===== src/design/evpd_params.svh =====
// constants for the exception vector priority decoder
`ifndef EVPD_PARAMS_SVH
`define EVPD_PARAMS_SVH
// -----------------------------------------------------------------
// vector addresses
// -----------------------------------------------------------------
`define EVPD_VEC_SYSRST 16'hFFFE
`define EVPD_VEC_CLKMON 16'hFFFC
`define EVPD_VEC_WDOG   16'hFFFA
`define EVPD_VEC_TRAP   16'hFFF8
`define EVPD_VEC_SWI    16'hFFF6
`define EVPD_VEC_NONMASKABLE_REQUEST_LINE   16'hFFF4
`define EVPD_VEC_IRQ    16'hFFF2
`define EVPD_VEC_PAGE   8'hFF
// -----------------------------------------------------------------
// source layout
// -----------------------------------------------------------------
`define EVPD_NUM_PERIPH 121
`define EVPD_NUM_MASK   122
`define EVPD_NUM_INJ    123
`define EVPD_IRQ_IDX    121
`define EVPD_NONMASKABLE_REQUEST_LINE_IDX   122
`define EVPD_IDX_W      7
`define EVPD_RST_SYS    0
`define EVPD_RST_CLKMON 1
`define EVPD_RST_WDOG   2
// -----------------------------------------------------------------
// promotion select
// -----------------------------------------------------------------
`define EVPD_PSEL_LIMIT 8'hF2
`define EVPD_PSEL_RST   8'hF2
`endif


===== src/design/evpd_pkg.sv =====
// types for the exception vector priority decoder
package evpd_pkg;
`include "evpd_params.svh"
  typedef struct packed {
    logic [1:0]                  nonmaskable_request_line_sync;
    logic [1:0]                  irq_sync;
    logic [7:0]                  psel;
    logic                        inj_en;
    logic [`EVPD_NUM_INJ-1:0]    inj;
    logic [15:0]                 last_vec;
    logic [15:0]                 vec;
    logic                        vec_valid;
  } evpd_state_t;
endpackage


===== src/design/evpd_req_if.sv =====
// maskable request bundle between decoder top and encoder
`timescale 1ns/1ps
`include "evpd_params.svh"
interface evpd_req_if;
  import evpd_pkg::*;
  logic [`EVPD_NUM_MASK-1:0] mreq;
  logic [`EVPD_IDX_W-1:0]    promo_idx;
  logic                      promo_en;
  logic                      hit;
  logic [`EVPD_IDX_W-1:0]    top_idx;
  modport enc (input mreq, input promo_idx, input promo_en, output hit, output top_idx);
  modport top (output mreq, output promo_idx, output promo_en, input hit, input top_idx);
endinterface


===== src/design/evpd_prio_enc.sv =====
// maskable source priority encoder with promotion override
`timescale 1ns/1ps
`include "evpd_params.svh"
module evpd_prio_enc
  import evpd_pkg::*;
(
  evpd_req_if.enc req
);
  logic [`EVPD_NUM_MASK:0]   higher;
  logic [`EVPD_NUM_MASK-1:0] win;
  logic [`EVPD_IDX_W-1:0]    idx;
  logic                      promo_hit;

  assign higher[`EVPD_NUM_MASK] = 1'b0;
  // -----------------------------------------------------------------
  // per-source chain
  // -----------------------------------------------------------------
  // higher vector wins
  genvar k;
  generate
    for (k = 0; k < `EVPD_NUM_MASK; k++) begin : g_src
      assign higher[k] = higher[k+1] | req.mreq[k];
      assign win[k]    = req.mreq[k] & ~higher[k+1];
    end
  endgenerate

  always_comb begin
    idx = '0;
    for (int i = 0; i < `EVPD_NUM_MASK; i++) begin
      if (win[i]) begin
        idx = i[`EVPD_IDX_W-1:0];
      end
    end
  end

  assign promo_hit   = req.promo_en & req.mreq[req.promo_idx];
  assign req.hit     = higher[0];
  assign req.top_idx = promo_hit ? req.promo_idx : idx;
endmodule


===== src/design/evpd_top.sv =====
// exception vector priority decoder top
`timescale 1ns/1ps
`include "evpd_params.svh"
module evpd_top
  import evpd_pkg::*;
(
  input  wire logic                        ref_clk_i,
  input  wire logic                        rst_i,
  input  wire logic [2:0]                  reset_req_i,
  input  wire logic                        opcode_trap_i,
  input  wire logic                        software_trap_instruction_i,
  input  wire logic                        debug_vector_req_i,
  input  wire logic                        nonmaskable_request_line_n_i,
  input  wire logic                        maskable_request_line_n_i,
  input  wire logic [`EVPD_NUM_PERIPH-1:0] periph_req_i,
  input  wire logic                        cpu_i_mask_i,
  input  wire logic                        cpu_x_mask_i,
  input  wire logic                        special_mode_i,
  input  wire logic [7:0]                  promoted_priority_select_i,
  input  wire logic                        promoted_priority_wr_i,
  input  wire logic                        test_inject_enable_i,
  input  wire logic                        test_inject_enable_wr_i,
  input  wire logic [`EVPD_NUM_INJ-1:0]    injected_request_bits_i,
  input  wire logic                        injected_request_wr_i,
  input  wire logic                        vec_req_i,
  output logic [15:0]                      vec_o,
  output logic                             vec_valid_o,
  output logic                             wakeup_o
);
  evpd_state_t               q;
  evpd_state_t               d;
  evpd_req_if                rq ();
  logic                      inject_act;
  logic                      nonmaskable_request_line_act;
  logic                      nonmaskable_request_line_valid;
  logic [`EVPD_NUM_MASK-1:0] mreq_raw;
  logic                      win_valid;
  logic [15:0]               win_vec;
  logic [15:0]               mask_vec;
  logic                      seen_q;

  // -----------------------------------------------------------------
  // request sources
  // -----------------------------------------------------------------
  // injection needs special mode
  assign inject_act = special_mode_i & q.inj_en;
  assign nonmaskable_request_line_act   = inject_act ? q.inj[`EVPD_NONMASKABLE_REQUEST_LINE_IDX] : ~q.nonmaskable_request_line_sync[1];
  assign mreq_raw   = inject_act ? q.inj[`EVPD_NUM_MASK-1:0] : {~q.irq_sync[1], periph_req_i};
  assign nonmaskable_request_line_valid = nonmaskable_request_line_act & ~cpu_x_mask_i;

  assign rq.mreq      = mreq_raw & {`EVPD_NUM_MASK{~cpu_i_mask_i}};
  // out of range select disables promotion
  assign rq.promo_en  = (q.psel <= `EVPD_PSEL_LIMIT);
  assign rq.promo_idx = q.psel[7:1];

  evpd_prio_enc u_enc (
    .req (rq.enc)
  );

  assign mask_vec = {`EVPD_VEC_PAGE, rq.top_idx, 1'b0};

  // -----------------------------------------------------------------
  // exception priority
  // -----------------------------------------------------------------
  always_comb begin
    win_valid = 1'b1;
    win_vec   = `EVPD_VEC_SWI;
    if (reset_req_i[`EVPD_RST_SYS]) begin
      win_vec = `EVPD_VEC_SYSRST;
    end else if (reset_req_i[`EVPD_RST_CLKMON]) begin
      win_vec = `EVPD_VEC_CLKMON;
    end else if (reset_req_i[`EVPD_RST_WDOG]) begin
      win_vec = `EVPD_VEC_WDOG;
    end else if (opcode_trap_i) begin
      win_vec = `EVPD_VEC_TRAP;
    end else if (software_trap_instruction_i | debug_vector_req_i) begin
      win_vec = `EVPD_VEC_SWI;
    end else if (nonmaskable_request_line_valid) begin
      win_vec = `EVPD_VEC_NONMASKABLE_REQUEST_LINE;
    end else if (rq.hit) begin
      win_vec = mask_vec;
    end else begin
      win_valid = 1'b0;
    end
  end

  // -----------------------------------------------------------------
  // wake path
  // -----------------------------------------------------------------
  // combinational, works with clock stopped
  assign wakeup_o = ~nonmaskable_request_line_n_i
                  | ((~maskable_request_line_n_i | (|periph_req_i)) & ~cpu_i_mask_i);

  // -----------------------------------------------------------------
  // next state
  // -----------------------------------------------------------------
  always_comb begin
    d           = q;
    d.nonmaskable_request_line_sync = {q.nonmaskable_request_line_sync[0], nonmaskable_request_line_n_i};
    d.irq_sync  = {q.irq_sync[0], maskable_request_line_n_i};
    if (promoted_priority_wr_i && cpu_i_mask_i) begin
      d.psel = promoted_priority_select_i;
    end
    if (test_inject_enable_wr_i && special_mode_i && cpu_i_mask_i && cpu_x_mask_i) begin
      d.inj_en = test_inject_enable_i;
    end
    // pending injected bits stay until overwritten
    if (injected_request_wr_i && inject_act && cpu_i_mask_i) begin
      d.inj = injected_request_bits_i;
    end
    if (win_valid) begin
      d.last_vec = win_vec;
    end
    d.vec_valid = vec_req_i;
    if (vec_req_i) begin
      // last vector starts at software trap
      d.vec = win_valid ? win_vec : q.last_vec;
    end
  end

  always_ff @(posedge ref_clk_i) begin
    if (rst_i) begin
      q.nonmaskable_request_line_sync <= 2'h3;
      q.irq_sync  <= 2'h3;
      q.psel      <= `EVPD_PSEL_RST;
      q.inj_en    <= 1'b0;
      q.inj       <= '0;
      q.last_vec  <= `EVPD_VEC_SWI;
      q.vec       <= `EVPD_VEC_SWI;
      q.vec_valid <= 1'b0;
    end else begin
      q <= d;
    end
  end

  assign vec_o       = q.vec;
  assign vec_valid_o = q.vec_valid;

  // -----------------------------------------------------------------
  // checks
  // -----------------------------------------------------------------
  // helper: any request seen since reset
  always_ff @(posedge ref_clk_i) begin
    if (rst_i) begin
      seen_q <= 1'b0;
    end else if (win_valid) begin
      seen_q <= 1'b1;
    end
  end
endmodule


===== config.mk =====
export PLATFORM = sky130hd
export DESIGN_NAME = evpd_top
export DESIGN_NICKNAME = d
export VERILOG_FILES = /design/src/design/evpd_pkg.sv /design/src/design/evpd_req_if.sv /design/src/design/evpd_prio_enc.sv /design/src/design/evpd_top.sv
export VERILOG_INCLUDE_DIRS = /design/src /design/src/design
export SDC_FILE = /design/constraint.sdc
export NUM_CORES = 1
export LEC_CHECK = 0
export BUFFER_PORTS_ARGS = -buffer_cell sky130_fd_sc_hd__clkbuf_2
export CAP_MARGIN = 30
export CORE_MARGIN = 1
export CORE_UTILIZATION = 30
export CTS_BUF_LIST = sky130_fd_sc_hd__clkbuf_2
export DETAILED_ROUTE_END_ITERATION = 10
export PLACE_DENSITY = 0.49
export REMOVE_ABC_BUFFERS = 1
export SYNTH_ARGS = -nofsm -noshare
export SYNTH_HDL_FRONTEND = slang
export SYNTH_HIERARCHICAL = 1
export SYNTH_SLANG_ARGS = --single-unit

===== constraint.sdc =====
create_clock -name ref_clk_i -period 4.4 [get_ports ref_clk_i]
set_input_delay 0.66 -clock ref_clk_i [delete_from_list [all_inputs] [get_ports ref_clk_i]]
set_output_delay 0.66 -clock ref_clk_i [all_outputs]
set_load 0.005 [all_outputs]

==> impl_metrics.py, run 1 <==
metrics = {
    "drt": {
        "post_drt_via_cell_ratio": 5.14,
        "ant_nets": 0,
        "drc": 0,
        "drt_iter0_drc": 838,
        "wire_per_inst_um": 17.5,
        "firstDrtPassIters": 7,
        "finalWirelength_mm": 42.8,
        "vias": 12602,
    },
    "synthesis": {
        "synth_xor_xnor_area_share": 0,
        "synth_compound_area_frac": 0.218,
        "synth_top_family_by_area": "simple AND/OR/NAND/NOR gates",
        "ys_ff_latch": 169,
        "synth-edff-count": 0,
        "syn_area_um2": 10700,
        "synthArstFlopShare": 0,
        "synth.distinct_cells": 76,
        "yosys-top-cells-area": "dfxtp_1 32%, nand2_1 18%, a21oi_1 13%, mux4_2 4.8%, nor4_1 3.4%",
        "yosys.area_share.simple": 0.331,
        "synthAdderAreaFrac": 0,
        "synthTopCellsByCount": "527 x nand2_1, 277 x a21oi_1, 169 x dfxtp_1",
        "synth_top_area_frac": 0.316,
        "yosysTopAreaCell": "dfxtp_1",
        "yosysMostFrequentCell": "nand2_1",
        "synth.area.mux_share": 0.0731,
        "ys_seq_area_frac": 0.316,
        "synthCells": 1553,
        "syn_area_per_cell_um2": 6.90,
        "synth_warnings": 6,
        "ys.flop_type": "dfxtp_1",
    },
    "place": {
        "portBuffers": 287,
        "detailed_place_hpwl_mm": 33.2,
        "gp_congestion": 0.955,
        "dpl_worst_slack_ns": -0.136,
        "dp.cells": 2292,
    },
    "sta": {
        "post-route-period-util": 0.950,
        "period_needed_ns": 4.18,
        "worstMarginPinSlew_ns": 1.02,
        "setup_slack_ns": 0.221,
        "fmax_mhz": 239,
        "skew_ns": 0.0423,
        "maxSlewViolCount": 0,
        "setup_viol": 0,
        "hold_violations": 0,
        "rsz0062_at_grt": "false",
        "relSlewSlack": 0.319,
    },
    "pwr": {
        "swShare": 0.311,
        "peakVddDrop_uv": 160,
        "power_density_nw_per_um2": 224,
        "power_uw": 3300,
        "seqPwrFrac": 0.477,
        "intPower_uw": 2270,
        "power.switching_uw": 1030,
        "power_frac_clock": 0.274,
        "combPwrFrac": 0.249,
        "leakage_uw": 0.00602,
    },
    "global_route": {
        "grtUsageTotal": 0.234,
        "grt_max_degree": 124,
        "grt_pass1_wl_mm": 66.4,
        "grt_pass1_vias": 12473,
        "antenna_found_initial": 2,
        "grt_overflow_total": 0,
    },
    "floorplanning": {
        "core_um2": 34900,
        "start_util": 0.307,
        "die_y_um": 191,
        "die_w_um": 191,
        "ios": 288,
        "row_count": 68,
        "die_area_um2": 36500,
    },
    "hold_path": {
        "min-delay-path-class": "primary input to flip-flop",
        "min_delay_path_depth": 3,
        "min_to": "q[95]",
        "hp-start": "injected_request_bits_i[62]",
    },
    "critical_path": {
        "critPathKind": "flip-flop to flip-flop",
        "worst_setup_path_start_kind": "flip-flop",
        "reg2reg_depth": 15,
        "r2r-start": "q[156]",
        "cp.required_ns": 5.18,
        "path_max_fanout": 16,
        "r2r_slack_ns": 0.22,
        "worstPathArrival_ns": 4.95,
        "cp-end-kind": "flip-flop",
        "reg2reg_to": "vec_o[2]",
    },
    "cells_and_area": {
        "fin_cells": 2454,
        "final_nets": 2255,
        "drive_above_1_share": 0.247,
        "area_delta_synth_final_pct": 37.7,
    },
    "cts": {
        "htree_levels": 4,
        "cts.path.max_buffers": 2,
        "insertion_delay_ns": 0.85,
        "clock_sinks": 169,
        "post_cts_buffers": 0,
        "cts-root-buf": "clkbuf_2",
        "cts_tree": "yes",
        "clk_pin_slew_ns": 0.25,
        "tritoncts.num_buffers": 17,
    },
    "job": {
        "maxCapViolations": 0,
    },
    "outcome": {
        "status": "completed",
    },
}
sequential cells by signal (all words and copies together) (netlist names):
| name | count |
|---|---|
| vec_valid_o | 1 |
| d | 2 |
| vec_o | 16 |
| q | 150 |
stage by stage:
| step | TNS [ns] | utilization | hold slack, ns | instance area, µm² |
|---|---|---|---|---|
| 4_1_cts | 0 | 0.422 | 0.000840 | 14700 |
| 3_5_place_dp | -0.136 | 0.379 | 0.409 | 13200 |
| 3_3_place_gp | -0.0397 | 0.379 | 0.395 | 13200 |
| 2_1_floorplan | -256.20 | - | 0.389 | 10100 |
| 6_report | 0 | 0.423 | 0.0729 | 14800 |
| 5_1_grt | 0 | 0.423 | -0.0106 | 14800 |
cells by family after synthesis:
logic type / after synthesis
flops: 169
buf+inv: 145
compound gates: 396
mux: 49
simple gates: 794
power by group through the flow:
stage | registers [µW] | logic, µW | clock network, µW
after floorplan | 1600 | 327 | 0
final | 1570 | 823 | 903
after global placement | 1600 | 727 | 0
after CTS | 1570 | 817 | 940
after detailed placement | 1600 | 725 | 0
after global routing | 1580 | 898 | 1010
worst max path at each step:
| stage | endpoint | cells past startpoint | start |
|---|---|---|---|
| after floorplan | q[100] | 4 | special_mode_i |
| final | vec_o[2] | 15 | q[156] |
| after CTS | vec_o[2] | 15 | q[156] |
| after global routing | vec_o[2] | 14 | q[156] |
| after detailed placement | vec_o[2] | 16 | special_mode_i |
| after global placement | vec_o[2] | 16 | special_mode_i |
repair_timing:
item	CTS	global route
endpoints found under the hold margin	127	2
resized for setup	0	2
setup endpoints to repair	0	1
hold buffers	127	2
worst max-delay path, stage by stage (launching register included):
cell and delay [ns]:
dfxtp_1 0.52, and2_4 0.30, buf_12 0.16, nand2_1 0.06
a21oi_1 0.32, or4_1 0.26, nor4_1 0.07, buf_4 0.21
a31o_2 0.26, a221oi_1 0.32, o2111ai_1 0.20, nor4_1 0.42
a41oi_2 0.19, or3b_1 0.45, a211oi_1 0.27, o21ai_1 0.10
layout make-up:
| type | instances | area, µm² |
|---|---|---|
| clock inverter | 12 | 150 |
| fill | 3798 | 20100 |
| multi-input combinational | 1239 | 6700 |
| sequential | 169 | 3380 |
| clock buffer | 19 | 95.1 |
| inverter | 22 | 82.6 |
| antenna | 2 | 5.00 |
| tap | 455 | 569 |
| timing repair buffer | 536 | 3770 |
cells in the final DEF (no fill, tap or decap), types with 4 or more instances in the layout:
cell type / instances
a211oi_1: 7
o21bai_1: 9
o211ai_1: 9
o21ai_0: 14
or4_1: 12
nor2b_1: 10
and3_1: 8
nor3_1: 20
buf_4: 111
o31ai_1: 8
clkbuf_2: 304
mux4_2: 23
nor2_1: 65
inv_1: 22
mux2i_1: 22
nand4_1: 18
a211o_1: 6
dfxtp_1: 168
buf_12: 11
nor4_1: 59
or2_2: 9
nand2_1: 526
a21oi_1: 275
a221oi_1: 5
dlygate4sd3_1: 129
o22a_1: 8
or3_1: 9
nor4b_1: 5
nand2b_1: 5
o32ai_1: 5
nand3_1: 19
mux2_2: 4
layer usage:
| metal | wire length [µm] | global-route usage |
|---|---|---|
| met5 | 0 | 0 |
| met4 | 733 | 0.0618 |
| met3 | 2070 | 0.0417 |
| met2 | 20600 | 0.399 |
| met1 | 19400 | 0.302 |
Note: power is estimated with default switching activity, not from simulation.
==> run 2: changes to the inputs <==
CORE_MARGIN = not set   (was 1)
PLACE_DENSITY = not set   (was 0.49)
PLACE_DENSITY_LB_ADDON = 0.08   (was not set)
==> impl_metrics.py, run 2 (synthesis gave the netlist of run 1 again) <==
metrics = {
    "hold_path": {
        "min-delay-path-class": "primary input to flip-flop",
    },
    "pwr": {
        "seqPwrFrac": 0.470,
        "peakVddDrop_uv": 186,
        "intPower_uw": 2300,
        "power.switching_uw": 1040,
        "leakage_uw": 0.00626,
        "power_frac_clock": 0.274,
        "power_density_nw_per_um2": 221,
        "combPwrFrac": 0.256,
        "swShare": 0.312,
    },
    "critical_path": {
        "cp_slowest_cell": "dfxtp_2",
        "path_max_fanout": 60,
        "crit_path_frequent_cell": "mux4_2",
        "max_stage_delay_ns": 0.52,
        "path_buf_inv": 1,
        "cp.required_ns": 5.18,
        "worst_setup_path_start_kind": "flip-flop",
        "critPathKind": "flip-flop to flip-flop",
        "cp-end-kind": "flip-flop",
        "cp_cell_sequence": "nand2_4 -> buf_12 -> nand2_1 -> a21oi_1 -> mux4_2 -> mux4_2 -> mux2i_1 -> and3b_1 -> or2_2 -> a41oi_2 -> or3b_1 -> a211oi_1 -> o21ai_1",
        "worstPathArrival_ns": 4.81,
        "crit_family": "multiplexers",
    },
    "drt": {
        "drt_iter0_drc": 688,
        "firstDrtPassIters": 8,
        "ant_nets": 0,
        "post_drt_via_cell_ratio": 5.10,
        "wire_per_inst_um": 17.6,
        "drc": 0,
        "vias": 12759,
        "finalWirelength_mm": 44.0,
    },
    "floorplanning": {
        "die_area_um2": 36500,
        "die_w_um": 191,
        "start_util": 0.307,
        "die_y_um": 191,
        "row_count": 68,
        "ios": 288,
        "core_um2": 34900,
    },
    "cells_and_area": {
        "final_util": 0.434,
        "largest_reg_flops": 150,
        "fin_area_um2": 15100,
        "area_delta_synth_final_pct": 41.2,
        "fillers": 3723,
        "final_common_cell": "nand2_1",
        "drive_above_1_share": 0.265,
        "layout_common_cells": "526 x nand2_1, 303 x clkbuf_2, 276 x a21oi_1",
        "largest_register": "q",
        "final_nets": 2302,
    },
    "cts": {
        "tritoncts.num_buffers": 17,
        "cts.path.max_buffers": 2,
        "insertion_delay_ns": 0.85,
        "clock_sinks": 169,
        "cts_tree": "yes",
        "htree_levels": 4,
        "cts-root-buf": "clkbuf_2",
        "clk_pin_slew_ns": 0.28,
    },
    "sta": {
        "skew_ns": 0.0507,
        "fin_tns_setup_ns": 0,
        "hold_violations": 0,
        "rsz0062_at_grt": "false",
        "maxSlewViolCount": 0,
        "worstMarginPinSlew_ns": 0.977,
        "hold_ws_ns": 0.105,
        "post-route-period-util": 0.916,
        "setup_slack_ns": 0.371,
        "fmax_mhz": 248,
        "relSlewSlack": 0.348,
        "setup_viol": 0,
        "period_needed_ns": 4.03,
    },
    "global_route": {
        "grt_pass1_wl_mm": 66.4,
        "antenna_found_initial": 1,
        "grtUsageTotal": 0.236,
        "grt_overflow_total": 0,
        "grt_pass1_vias": 12375,
        "grt_max_degree": 82,
    },
    "place": {
        "dpl-instance-area_um2": 13500,
        "dpl_worst_slack_ns": -0.174,
        "detailed_place_hpwl_mm": 33.8,
        "portBuffers": 287,
        "gp_congestion": 0.941,
    },
    "outcome": {
        "status": "completed",
    },
    "job": {
        "maxCapViolations": 0,
    },
}
run 2: cell count changes in the layout (fill, tap and decap cells not counted), moves of 2 or more:
cell / before / now
dlygate4sd3_1: 129 / 132
nor4_1: 59 / 55
buf_4: 111 / 156
buf_12: 11 / 9
nor4_2: 2 / 6
run 2: final timing paths:
path	start	slack, ns	depth (start not counted)	end
worst min register to register	d[168]	0.44	1	q[168]
worst max register to register	q[156]	0.37	13	vec_o[2]
worst min-delay path	promoted_priority_select_i[1]	0.10	3	q[158]
worst max-delay path	q[156]	0.37	13	vec_o[2]
run 2: per-layer routing:
metal | global-route usage | up-vias | routed length [µm]
met3 | 0.0347 | 35 | 1920
met1 | 0.294 | 5986 | 19400
li1 | - | 6412 | -
met5 | 0 | - | 0
met2 | 0.424 | 326 | 22000
met4 | 0.0542 | 0 | 639
run 2: cell type report:
| type | count | area, µm² | share of cell area |
|---|---|---|---|
| Multi-Input combinational cell | 1240 | 6730 | 0.445 |
| Timing Repair Buffer | 582 | 4100 | 0.271 |
| Inverter | 22 | 82.6 | 0.00546 |
| Clock inverter | 14 | 170 | 0.0112 |
| Antenna cell | 1 | 2.50 | 0.000165 |
| Tap cell | 455 | 569 | 0.0376 |
| Sequential cell | 169 | 3390 | 0.224 |
| Clock buffer | 18 | 90.1 | 0.00595 |
run 2: worst reg2reg max path, delay by kind of cell, from the launching register on:
kind            cells  cell delay (ns)
simple gates        5             1.32
mux                 3             1.31
compound gates      4             0.57
flops               1             0.52
buf+inv             1             0.26
run 2: timing repair:
action	CTS	global route
hold endpoints to repair	131	0
buffers inserted	0	0
resized for setup	0	7
setup endpoints to repair	0	3
hold buffers	132	0
run 2: power groups by stage:
stage               registers (µW)  clock network (µW)  logic, µW
floorplan                     1600                   0        327
global placement              1600                   0        759
detailed placement            1600                   0        756
CTS                           1570                 961        852
global route                  1580                1020        930
finish                        1570                 917        858
run 2: through the flow:
| step | instances | total power, µW |
|---|---|---|
| floorplan | 1430 | 1930 |
| global placement | 2335 | 2360 |
| detailed placement | 2335 | 2360 |
| CTS | 2499 | 3390 |
| global route | 2501 | 3530 |
| finish | 2501 | 3350 |
